## src/dbm_pkg.sv

```systemverilog
// constants for the dual byte match timer
package dbm_pkg;
  // register indices; byte address is four times the index
  localparam logic [15:0] IDX_CTRL  = 16'hFE18;
  localparam logic [15:0] IDX_PRESC = 16'hFE19;
  localparam logic [15:0] IDX_LCNT  = 16'hFE1A;
  localparam logic [15:0] IDX_HCNT  = 16'hFE1B;
  localparam logic [15:0] IDX_LMD   = 16'hFE1C;
  localparam logic [15:0] IDX_HMD   = 16'hFE1D;
  localparam logic [15:0] IDX_ISTAT = 16'hFE20;
  localparam logic [15:0] IDX_ICLR  = 16'hFE21;
  localparam logic [15:0] IDX_IEN   = 16'hFE22;
  // timer_control_flags field positions
  localparam int CTRL_HRUN  = 7;
  localparam int CTRL_LRUN  = 6;
  localparam int CTRL_CASC  = 5;
  localparam int CTRL_OMODE = 4;
  localparam int CTRL_HFLAG = 3;
  localparam int CTRL_HIE   = 2;
  localparam int CTRL_LFLAG = 1;
  localparam int CTRL_LIE   = 0;
  // prescale_select: high nibble at 4, low nibble at 0
  localparam int PRESC_HLSB = 4;
  localparam int PRESC_LLSB = 0;
  localparam int PRESC_EN   = 3;
  // bit position of each channel in status and enable
  localparam int EV_LOW  = 0;
  localparam int EV_HIGH = 1;
  localparam logic [7:0] RST_BYTE  = 8'h00;
  localparam logic [7:0] BYTE_MAX  = 8'hFF;
  localparam logic [1:0] RESP_OKAY = 2'h0;
  localparam logic [1:0] RESP_SLV  = 2'h2;
endpackage

```

## src/dbm_timer.sv

```systemverilog
// dual byte match timer with axi4-lite register slave
// Contract
// RQ1: high flag and enable raise vector request
// RQ2: low flag and enable raise vector request
// RQ3: low flag sets when running low reaches zero
// RQ4: flags clear only by software writing zero
// RQ5: prescaler change waits for buffer reload
// RQ6: high prescaler divides 1 or 2 to 256
// RQ7: low prescaler divides 1 or 2 to 256
// RQ8: low counter counts prescaler pulses, read only
// RQ9: high counter counts prescaler pulses, read only
// RQ10: low match when count equals buffer
// RQ11: low buffer follows data, reloads at zero
// RQ12: high match when count equals buffer
// RQ13: high buffer follows data, reloads at zero
// RQ14: run bit zero stops counter at zero
// RQ15: cascade advances high once per low period
// RQ16: match resets counters in listed modes
// RQ17: low output toggles or pwm, high when stopped
// RQ18: high flag sets when running high reaches zero
`timescale 1ns/1ps
module dbm_timer #(
  parameter int ADDR_W = 18
) (
  input  wire logic              clk_sys,
  input  wire logic              resetn,
  input  wire logic [ADDR_W-1:0] s_axi_awaddr,
  input  wire logic              s_axi_awvalid,
  output logic                   s_axi_awready,
  input  wire logic [31:0]       s_axi_wdata,
  input  wire logic [3:0]        s_axi_wstrb,
  input  wire logic              s_axi_wvalid,
  output logic                   s_axi_wready,
  output logic [1:0]             s_axi_bresp,
  output logic                   s_axi_bvalid,
  input  wire logic              s_axi_bready,
  input  wire logic [ADDR_W-1:0] s_axi_araddr,
  input  wire logic              s_axi_arvalid,
  output logic                   s_axi_arready,
  output logic [31:0]            s_axi_rdata,
  output logic [1:0]             s_axi_rresp,
  output logic                   s_axi_rvalid,
  input  wire logic              s_axi_rready,
  output logic                   low_wave_out,
  output logic                   high_wave_out,
  output logic                   match_irq_req,
  output logic                   irq
);
  if (ADDR_W < 18) begin : g_chk
    $error("ADDR_W too small for register indices");
  end

  // =====================================================
  // register bus slave
  logic              aw_got_q;
  logic              w_got_q;
  logic [15:0]       aw_idx_q;
  logic [7:0]        wdat_q;
  logic              wstb_q;
  logic              do_wr;
  logic              wr_hit;
  logic              ar_hs;
  logic [7:0]        rd_byte;
  logic              rd_hit;
  logic              awready_q;
  logic              wready_q;
  logic              bvalid_q;
  logic [1:0]        bresp_q;
  logic              arready_q;
  logic              rvalid_q;
  logic [31:0]       rdata_q;
  logic [1:0]        rresp_q;

  assign do_wr = aw_got_q && w_got_q && !bvalid_q;
  assign ar_hs = s_axi_arvalid && arready_q;

  always_ff @(posedge clk_sys) begin
    if (!resetn) begin
      aw_got_q  <= 1'b0;
      aw_idx_q  <= 16'h0000;
      awready_q <= 1'b0;
    end else begin
      if (s_axi_awvalid && awready_q) begin
        aw_got_q <= 1'b1;
        aw_idx_q <= s_axi_awaddr[17:2];
      end else if (do_wr) begin
        aw_got_q <= 1'b0;
      end
      awready_q <= !((s_axi_awvalid && awready_q) || (aw_got_q && !do_wr));
    end
  end

  always_ff @(posedge clk_sys) begin
    if (!resetn) begin
      w_got_q  <= 1'b0;
      wdat_q   <= dbm_pkg::RST_BYTE;
      wstb_q   <= 1'b0;
      wready_q <= 1'b0;
    end else begin
      if (s_axi_wvalid && wready_q) begin
        w_got_q <= 1'b1;
        wdat_q  <= s_axi_wdata[7:0];
        wstb_q  <= s_axi_wstrb[0];
      end else if (do_wr) begin
        w_got_q <= 1'b0;
      end
      wready_q <= !((s_axi_wvalid && wready_q) || (w_got_q && !do_wr));
    end
  end

  always_comb begin
    wr_hit = (aw_idx_q >= dbm_pkg::IDX_CTRL && aw_idx_q <= dbm_pkg::IDX_HMD)
          || (aw_idx_q >= dbm_pkg::IDX_ISTAT && aw_idx_q <= dbm_pkg::IDX_IEN);
  end

  always_ff @(posedge clk_sys) begin
    if (!resetn) begin
      bvalid_q <= 1'b0;
      bresp_q  <= dbm_pkg::RESP_OKAY;
    end else if (do_wr) begin
      bvalid_q <= 1'b1;
      bresp_q  <= wr_hit ? dbm_pkg::RESP_OKAY : dbm_pkg::RESP_SLV;
    end else if (s_axi_bready) begin
      bvalid_q <= 1'b0;
    end
  end

  // writes with byte lane 0 off still answer but store nothing
  logic wr_ctrl;
  logic wr_presc;
  logic wr_lmd;
  logic wr_hmd;
  logic wr_iclr;
  logic wr_ien;
  assign wr_ctrl  = do_wr && wstb_q && aw_idx_q == dbm_pkg::IDX_CTRL;
  assign wr_presc = do_wr && wstb_q && aw_idx_q == dbm_pkg::IDX_PRESC;
  assign wr_lmd   = do_wr && wstb_q && aw_idx_q == dbm_pkg::IDX_LMD;
  assign wr_hmd   = do_wr && wstb_q && aw_idx_q == dbm_pkg::IDX_HMD;
  assign wr_iclr  = do_wr && wstb_q && aw_idx_q == dbm_pkg::IDX_ICLR;
  assign wr_ien   = do_wr && wstb_q && aw_idx_q == dbm_pkg::IDX_IEN;

  // =====================================================
  // software registers
  logic [7:0] presc_q;
  logic       casc_q;
  logic       omode_q;
  logic [1:0] ien_q;
  logic [1:0] stat_q;

  always_ff @(posedge clk_sys) begin
    if (!resetn) begin
      presc_q <= dbm_pkg::RST_BYTE;
      casc_q  <= 1'b0;
      omode_q <= 1'b0;
      ien_q   <= 2'h0;
    end else begin
      if (wr_presc) presc_q <= wdat_q;
      if (wr_ctrl) begin
        casc_q  <= wdat_q[dbm_pkg::CTRL_CASC];
        omode_q <= wdat_q[dbm_pkg::CTRL_OMODE];
      end
      if (wr_ien) ien_q <= wdat_q[1:0];
    end
  end

  // =====================================================
  // two counter channels, 0 low and 1 high
  logic [7:0] cnt_q  [2];
  logic [7:0] pre_q  [2];
  logic [7:0] mbuf_q [2];
  logic [7:0] md_q   [2];
  logic [3:0] act_q  [2];
  logic       run_q  [2];
  logic       ie_q   [2];
  logic       flag_q [2];
  logic       wave_q [2];
  wire  [1:0] inc;
  wire  [1:0] tick;
  wire  [1:0] match;
  wire  [1:0] zero;
  wire  [1:0] ovf;
  wire  [1:0] rst_m;
  wire  [1:0] pwm;

  // cascade: high prescaler sees one pulse per low period
  assign inc[0]   = 1'b1;
  assign inc[1]   = casc_q ? zero[0] : 1'b1; // RQ15
  // match reset in modes 0,2 (low) and 0,2,3 (high)
  assign rst_m[0] = !omode_q; // RQ16
  assign rst_m[1] = !(omode_q && !casc_q); // RQ16
  assign pwm[0]   = omode_q;
  assign pwm[1]   = omode_q && !casc_q;

  for (genvar c = 0; c < 2; c++) begin : g_ch
    localparam int RUN_B  = c ? dbm_pkg::CTRL_HRUN : dbm_pkg::CTRL_LRUN;
    localparam int IE_B   = c ? dbm_pkg::CTRL_HIE : dbm_pkg::CTRL_LIE;
    localparam int FLAG_B = c ? dbm_pkg::CTRL_HFLAG : dbm_pkg::CTRL_LFLAG;
    localparam int PLSB   = c ? dbm_pkg::PRESC_HLSB : dbm_pkg::PRESC_LLSB;
    logic [7:0] lim;
    logic [7:0] nxt;
    logic       md_wr;
    // enable off divides by one, else 2 shifted by the code
    assign lim = act_q[c][dbm_pkg::PRESC_EN]
               ? 8'((9'h002 << act_q[c][2:0]) - 9'h001) : 8'h00; // RQ6 RQ7
    assign tick[c]  = run_q[c] && inc[c] && pre_q[c] == lim;
    assign match[c] = cnt_q[c] == mbuf_q[c]; // RQ10 RQ12
    assign nxt      = (match[c] && rst_m[c]) ? 8'h00 : cnt_q[c] + 8'h01;
    assign zero[c]  = tick[c] && nxt == 8'h00;
    assign ovf[c]   = tick[c] && cnt_q[c] == dbm_pkg::BYTE_MAX;
    assign md_wr    = c ? wr_hmd : wr_lmd;

    always_ff @(posedge clk_sys) begin
      if (!resetn || !run_q[c]) begin
        pre_q[c] <= 8'h00;
        cnt_q[c] <= 8'h00; // RQ14
      end else begin
        if (inc[c]) pre_q[c] <= tick[c] ? 8'h00 : pre_q[c] + 8'h01;
        if (tick[c]) cnt_q[c] <= nxt; // RQ8 RQ9
      end
    end

    // prescale and match value only change at a zero while running,
    // so a period in progress never sees a half-updated setting
    always_ff @(posedge clk_sys) begin
      if (!resetn) begin
        mbuf_q[c] <= dbm_pkg::RST_BYTE;
        act_q[c]  <= 4'h0;
      end else if (!run_q[c] || zero[c]) begin
        mbuf_q[c] <= md_q[c]; // RQ11 RQ13
        act_q[c]  <= presc_q[PLSB +: 4]; // RQ5
      end
    end

    always_ff @(posedge clk_sys) begin
      if (!resetn) begin
        md_q[c]  <= dbm_pkg::RST_BYTE;
        run_q[c] <= 1'b0;
        ie_q[c]  <= 1'b0;
      end else begin
        if (md_wr) md_q[c] <= wdat_q;
        if (wr_ctrl) begin
          run_q[c] <= wdat_q[RUN_B];
          ie_q[c]  <= wdat_q[IE_B];
        end
      end
    end

    // writing one leaves the flag alone; a set in the clear cycle wins
    always_ff @(posedge clk_sys) begin
      if (!resetn) begin
        flag_q[c] <= 1'b0;
      end else begin
        flag_q[c] <= zero[c]
                  || (flag_q[c] && !(wr_ctrl && !wdat_q[FLAG_B])); // RQ3 RQ4 RQ18
      end
    end

    always_ff @(posedge clk_sys) begin
      if (!resetn || !run_q[c]) begin
        wave_q[c] <= 1'b1; // RQ17
      end else if (md_q[c] == dbm_pkg::BYTE_MAX) begin
        wave_q[c] <= 1'b0;
      end else if (tick[c]) begin
        if (pwm[c]) begin
          if (ovf[c]) wave_q[c] <= 1'b0; // RQ17
          else if (match[c]) wave_q[c] <= 1'b1;
        end else if (match[c]) begin
          wave_q[c] <= !wave_q[c]; // RQ17
        end
      end
    end
  end

  assign low_wave_out  = wave_q[0];
  assign high_wave_out = wave_q[1];

  // =====================================================
  // interrupts
  logic irq_q;
  logic vreq_q;

  always_ff @(posedge clk_sys) begin
    if (!resetn) begin
      stat_q <= 2'h0;
      irq_q  <= 1'b0;
      vreq_q <= 1'b0;
    end else begin
      stat_q <= zero | (stat_q & ~(wr_iclr ? wdat_q[1:0] : 2'h0));
      irq_q  <= |(stat_q & ien_q);
      vreq_q <= (flag_q[1] && ie_q[1]) || (flag_q[0] && ie_q[0]); // RQ1 RQ2
    end
  end

  assign match_irq_req = vreq_q;
  assign irq           = irq_q;

  // =====================================================
  // read channel
  always_comb begin
    rd_hit  = 1'b1;
    rd_byte = 8'h00;
    case (s_axi_araddr[17:2])
      dbm_pkg::IDX_CTRL:  rd_byte = {run_q[1], run_q[0], casc_q, omode_q,
                                     flag_q[1], ie_q[1], flag_q[0], ie_q[0]};
      dbm_pkg::IDX_PRESC: rd_byte = presc_q;
      dbm_pkg::IDX_LCNT:  rd_byte = cnt_q[0];
      dbm_pkg::IDX_HCNT:  rd_byte = cnt_q[1];
      dbm_pkg::IDX_LMD:   rd_byte = md_q[0];
      dbm_pkg::IDX_HMD:   rd_byte = md_q[1];
      dbm_pkg::IDX_ISTAT: rd_byte = {6'h00, stat_q};
      dbm_pkg::IDX_ICLR:  rd_byte = 8'h00;
      dbm_pkg::IDX_IEN:   rd_byte = {6'h00, ien_q};
      default:            rd_hit  = 1'b0;
    endcase
  end

  always_ff @(posedge clk_sys) begin
    if (!resetn) begin
      rvalid_q  <= 1'b0;
      rdata_q   <= 32'h0000_0000;
      rresp_q   <= dbm_pkg::RESP_OKAY;
      arready_q <= 1'b0;
    end else begin
      if (ar_hs) begin
        rvalid_q <= 1'b1;
        rdata_q  <= {24'h000000, rd_byte};
        rresp_q  <= rd_hit ? dbm_pkg::RESP_OKAY : dbm_pkg::RESP_SLV;
      end else if (s_axi_rready) begin
        rvalid_q <= 1'b0;
      end
      arready_q <= !(ar_hs || (rvalid_q && !s_axi_rready));
    end
  end

  assign s_axi_awready = awready_q;
  assign s_axi_wready  = wready_q;
  assign s_axi_bvalid  = bvalid_q;
  assign s_axi_bresp   = bresp_q;
  assign s_axi_arready = arready_q;
  assign s_axi_rvalid  = rvalid_q;
  assign s_axi_rdata   = rdata_q;
  assign s_axi_rresp   = rresp_q;
endmodule

```

## config.mk

```make
export PLATFORM = sky130hd
export DESIGN_NAME = dbm_timer
export DESIGN_NICKNAME = d
export VERILOG_FILES = /design/src/dbm_pkg.sv /design/src/dbm_timer.sv
export SDC_FILE = /design/constraint.sdc
export NUM_CORES = 1
export LEC_CHECK = 0
export BUFFER_PORTS_ARGS = -buffer_cell sky130_fd_sc_hd__buf_4
export CAP_MARGIN = 20
export CELL_PAD_IN_SITES_DETAIL_PLACEMENT = 1
export CELL_PAD_IN_SITES_GLOBAL_PLACEMENT = 1
export CORE_MARGIN = 2
export CORE_UTILIZATION = 39
export DETAILED_ROUTE_END_ITERATION = 6
export PLACE_DENSITY_LB_ADDON = 0.1
export SLEW_MARGIN = 20
export SYNTH_ARGS = -nofsm -noshare
export SYNTH_HDL_FRONTEND = slang
export SYNTH_SLANG_ARGS = --single-unit
```

## constraint.sdc

```tcl
create_clock -name clk_sys -period 3.1 [get_ports clk_sys]
set_input_delay 0.31 -clock clk_sys [delete_from_list [all_inputs] [get_ports clk_sys]]
set_output_delay 0.31 -clock clk_sys [all_outputs]
set_load 0.05 [all_outputs]
```

## Word level (Yosys, flattened, before mapping)

Memory sizes are Yosys's and may differ from the RTL's.
Cells that the tools add are included.

| storage, ports and cells | value |
|---|---|
| register bits after elaboration | 60 |
| bits in writable memories | 80 |
| bits of input ports | 79 |
| output and inout bits | 45 |
| logic and storage cells | 278 |
| memories kept | 9 |

Memory list:

| memory | depth | bits a word | rd ports | clocked after memory_dff | write ports | line | source |
|---|---|---|---|---|---|---|---|
| cnt_q | 2 | 8 | 2 | 0 | 2 | dbm_timer.sv:168 | `logic [7:0] cnt_q [2];` |
| mbuf_q | 2 | 8 | 2 | 0 | 2 | dbm_timer.sv:170 | `logic [7:0] mbuf_q [2];` |
| md_q | 2 | 8 | 2 | 0 | 2 | dbm_timer.sv:171 | `logic [7:0] md_q [2];` |
| pre_q | 2 | 8 | 2 | 0 | 2 | dbm_timer.sv:169 | `logic [7:0] pre_q [2];` |
| act_q | 2 | 4 | 2 | 0 | 2 | dbm_timer.sv:172 | `logic [3:0] act_q [2];` |
| flag_q | 2 | 1 | 2 | 0 | 2 | dbm_timer.sv:175 | `logic flag_q [2];` |
| 3 more memories | n/a | n/a | n/a | n/a | n/a | n/a |  |

| cells by class | value |
|---|---|
| add/sub/neg operators | 6 |
| order comparisons | 4 |
| equal/unequal tests | 23 |
| shift operators | 2 |
| multiplexer cells | 116 |
| bitwise operators | 28 |
| reductions and logical operators | 70 |

Operators with widths:

| operator | count |
|---|---|
| 16-bit == test (second input constant) | 15 |
| 8-bit 2-to-1 mux | 14 |
| 1-bit 2-to-1 mux | 96 |
| 8-bit one-hot mux with 8 select lines | 1 |
| 1-bit logical AND | 33 |
| 8-bit by 1-bit adder with 8-bit output (second input constant) | 4 |
| 8-bit == test | 4 |
| 8-bit == test (second input constant) | 4 |
| 16-bit >= comparator (second input constant) | 2 |
| 16-bit <= comparator (second input constant) | 2 |
| 1-bit bitwise OR | 24 |
| 1-bit zero test | 18 |
| 8-bit zero test | 2 |
| 2-bit by 3-bit << shifter with 8-bit output (first input constant) | 2 |
| 8-bit by 1-bit subtractor with 8-bit output (second input constant) | 2 |
| 1-bit logical OR | 11 |
| 9-bit OR reduction | 1 |
| 4-bit 2-to-1 mux | 2 |
| 2-bit nonzero test | 4 |
| 2-bit 2-to-1 mux | 3 |
| 2-bit AND | 2 |
| 2-bit inverter | 1 |
| 2-bit bitwise OR | 1 |
| 2-bit OR reduction | 1 |

## Depth between registers and ports, before layout

An unclocked memory read counts as a cell.

| depth | value |
|---|---|
| word-level depth | 20 |
| depth in mapped cells | 10 |
| mapped depth without buffers | 8 |

## Least setup slack after synthesis

Ideal clock, no wire load.

| timing | value |
|---|---|
| kind | register to register |
| start | mem pre_q[0][4] |
| end | mem act_q[1][0], enable pin |
| library setup time | 0.383 ns |
| arrival time | 2.623 ns |
| required time | 2.717 ns |
| slack | 0.094 ns |
| cell stages (with the launch flop) | 9 |
| path buffers | 1 |
| period minus slack after synthesis | 3.006 ns |
| path through | dfxtp_1 or4_4 a21oi_2 o2111ai_1 or4_1 buf_2 o21ai_4 nand2_1 o21bai_1 |

RTL lines:

| what | line |
|---|---|
| start, declared | dbm_timer.sv:169 |
| end, declared | dbm_timer.sv:172 |

==> run metrics <==
Initial DRC Count 221; Hold Path Class primary input to register; Hold Startpoint s_axi_awaddr[4]; leakage 3.24 nW; critical path data arrival time 3160 ps; FP Rows 48; setup violators final 0; critical path's top delay family simple AND/OR/NAND/NOR gates; Seq cells post-synth 138; HPWL after DPL 13,500 um; main flop type after synthesis dfxtp_1; CTS sink cnt 138; Compound-Gate Fraction of Synth Area 10.4%; DRC viols 0; filler cell count 1,972; Worst-path clk slew 60 ps; Setup Skew 8.23 ps; CTS tree yes; total grt overflow 0; post-cts resize count 0; Post-Syn Instances 714; vias per cell 5.32; Avg Cell Area, Syn 9.67 um^2; gr usage total 20.0%; synth warn 0; reg-to-reg startpoint pre_q[0][5]; antenna cell count 0; die footprint 18,800 um^2; CP Launch Type register; average wire per standard cell 17.9 um; Num CTS Buffers 17; starting density of the core 39.9%; Worst Setup End Kind register; DR vias 5,408; slowest cell on the critical path or4_1; Synth Area in Simple Gates 23.6%; pwr/cell area 530 nW/um^2; antenna violations before repair 0; CP Cell Sequence or4_4 > a21oi_2 > o2111ai_1 > or4_1 > or2_4 > a21oi_2 > and2_1; first-pass GRT wire length 28,700 um; VDD IR max 0.000396 V; final slew viol count 0; die width 137 um; Slew headroom 54.2%; Die Y 137 um; setup repair bufs after CTS 0; required time of the worst setup path 3370 ps; layout cells sized above 1 17.4%; Core Footprint 17,300 um^2; Area Overhead vs Synth 17.7%; CTS Buffer Depth 2; Root Buffer clkbuf_16; Max-Cap Viols 0; Post-Route Setup TNS 0 ps; largest net degree at the start of global routing 43; CTS Hold Buffers Added 0; synthesized cell area 6910 um^2; htree depth 4; Worst Max-Slew Pin Slew 682 ps; largest family of logic cells by synthesized area simple AND/OR/NAND/NOR gates; Post-Synth XOR/XNOR Area 5.20%; slowest stage delay, CP 690 ps; critical path's most frequent cell a21oi_2; most frequent cells in the layout nand2_1, buf_4, nor2_1; Pwr Total 4.31 mW; nets 862; CP bufs+invs 0; fin crit share 93.3%; most common cell after layout, fill and taps aside nand2_1; Synth Area in Adders 0.725%; post-synthesis mux area share 4.71%; critical path launch point pre_q[0][5]; CP Max Fanout 12; DRT Pass-1 Iters 4; vias in the first global route 5,360; minimum clock period 2890 ps; Post-synth EDFFs 67; RSZ-0062 raised after global routing no; final count of hold timing violations 0; Fmax 346 MHz; Ports 124; WS Path Type register to register; port buffer count 66; Clock Latency Late Sink 410 ps; routed wire length 18,200 um; GP Congestion 0.790; Post-DRT Antenna Nets 0; async set-reset flop share out of synthesis 0%; status complete, no violations; Seq/Total Area, Yosys 49.7%; Netlist cell types 67
-- area by class of cell --
cell class | count | area [um^2] | share of cell area (%)
inverter | 12 | 45.0 | 0.554
tap | 225 | 282 | 3.46
clock buffer | 26 | 547 | 6.73
sequential | 138 | 3430 | 42.2
timing repair buffer | 82 | 616 | 7.57
multi-input combinational | 528 | 3180 | 39.1
clock inverter | 5 | 27.5 | 0.339
-- worst paths after layout --
kind,endpoint,slack (ps),cells after the start
max,mbuf_q[0][7],210,7
min,aw_idx_q[2],150,3
max reg2reg,mbuf_q[0][7],210,7
min reg2reg,aw_idx_q[13],460,2
-- metal layers --
metal | track usage (%) | up-vias | wire length (um)
met5 | 0 | - | 0
met4 | 6.47 | 0 | 202
met3 | 2.81 | 18 | 619
met2 | 33.9 | 101 | 9060
met1 | 26.4 | 2682 | 8280
li1 | - | 2607 | -
-- stage by stage --
| stage | hold WS, ps | utilization (%) | instances | instance area (um^2) | worst slack [ps] |
|---|---|---|---|---|---|
| finish | 145 | 47.0 | 1016 | 8130 | 208 |
| global route | 139 | 47.0 | 1016 | 8130 | 79.0 |
| CTS | 131 | 47.0 | 1016 | 8130 | 229 |
| floorplan | 423 | - | 739 | 7000 | 93.8 |
| global placement | 440 | 43.7 | 985 | 7550 | 309 |
| detailed placement | 453 | 43.7 | 985 | 7550 | 270 |
-- worst reg2reg max path: stages (launching register included) --
cell and delay (ps):
dfxtp_1 370, or4_4 540, a21oi_2 120, o2111ai_1 100
or4_1 690, or2_4 360, a21oi_2 380, and2_1 210
-- flip-flops by register name (all words and copies together) (netlist names), 8 cells and up --
register     count
act_q            8
aw_idx_q        16
cnt_q           16
mbuf_q          16
md_q            16
pre_q           16
presc_q          8
s_axi_rdata      8
wdat_q           8
-- cell families after synthesis --
kind of cell,count (synthesis)
AND/OR/NAND/NOR,326
flip-flops,138
AO/OA/AOI/OAI,107
buffers and inverters,73
XOR/XNOR,41
multiplexers,24
adder cells (fa/ha/maj),4
other,1
-- synth_stat cells, types with 4 or more instances --
master | count | share of area (%)
nand2_1 | 90 | 4.9
nor2_1 | 78 | 4.2
dfxtp_1 | 71 | 21
edfxtp_1 | 67 | 29
a21oi_1 | 44 | 3.2
xnor2_1 | 32 | 4.1
and2_1 | 29 | 2.6
and3_1 | 27 | 2.4
buf_4 | 27 | 2.9
clkbuf_1 | 25 | 1.4
nand3_1 | 19 | 1.4
nand4_1 | 16 | 1.4
nor3_1 | 16 | 1.2
inv_1 | 12 | 0.65
nor2b_1 | 12 | 1.1
mux2i_1 | 10 | 1.4
nand2b_1 | 9 | 0.82
o21ai_0 | 9 | 0.65
xor2_1 | 9 | 1.1
mux2_2 | 8 | 1.3
a221oi_1 | 7 | 0.89
mux4_2 | 6 | 2.0
a31oi_1 | 5 | 0.45
or3_1 | 5 | 0.45
a22oi_1 | 4 | 0.43
buf_1 | 4 | 0.22
buf_2 | 4 | 0.29
ha_1 | 4 | 0.72
nand4b_1 | 4 | 0.51
o21bai_1 | 4 | 0.43
or4_1 | 4 | 0.43
-- where the power goes --
group	switching [mW]	leakage (nW)	internal [mW]
combinational	0.239	1.61	0.123
clock	0.724	0.290	1.21
sequential	0.0525	1.34	1.96
(Power assumes the default switching activity.)
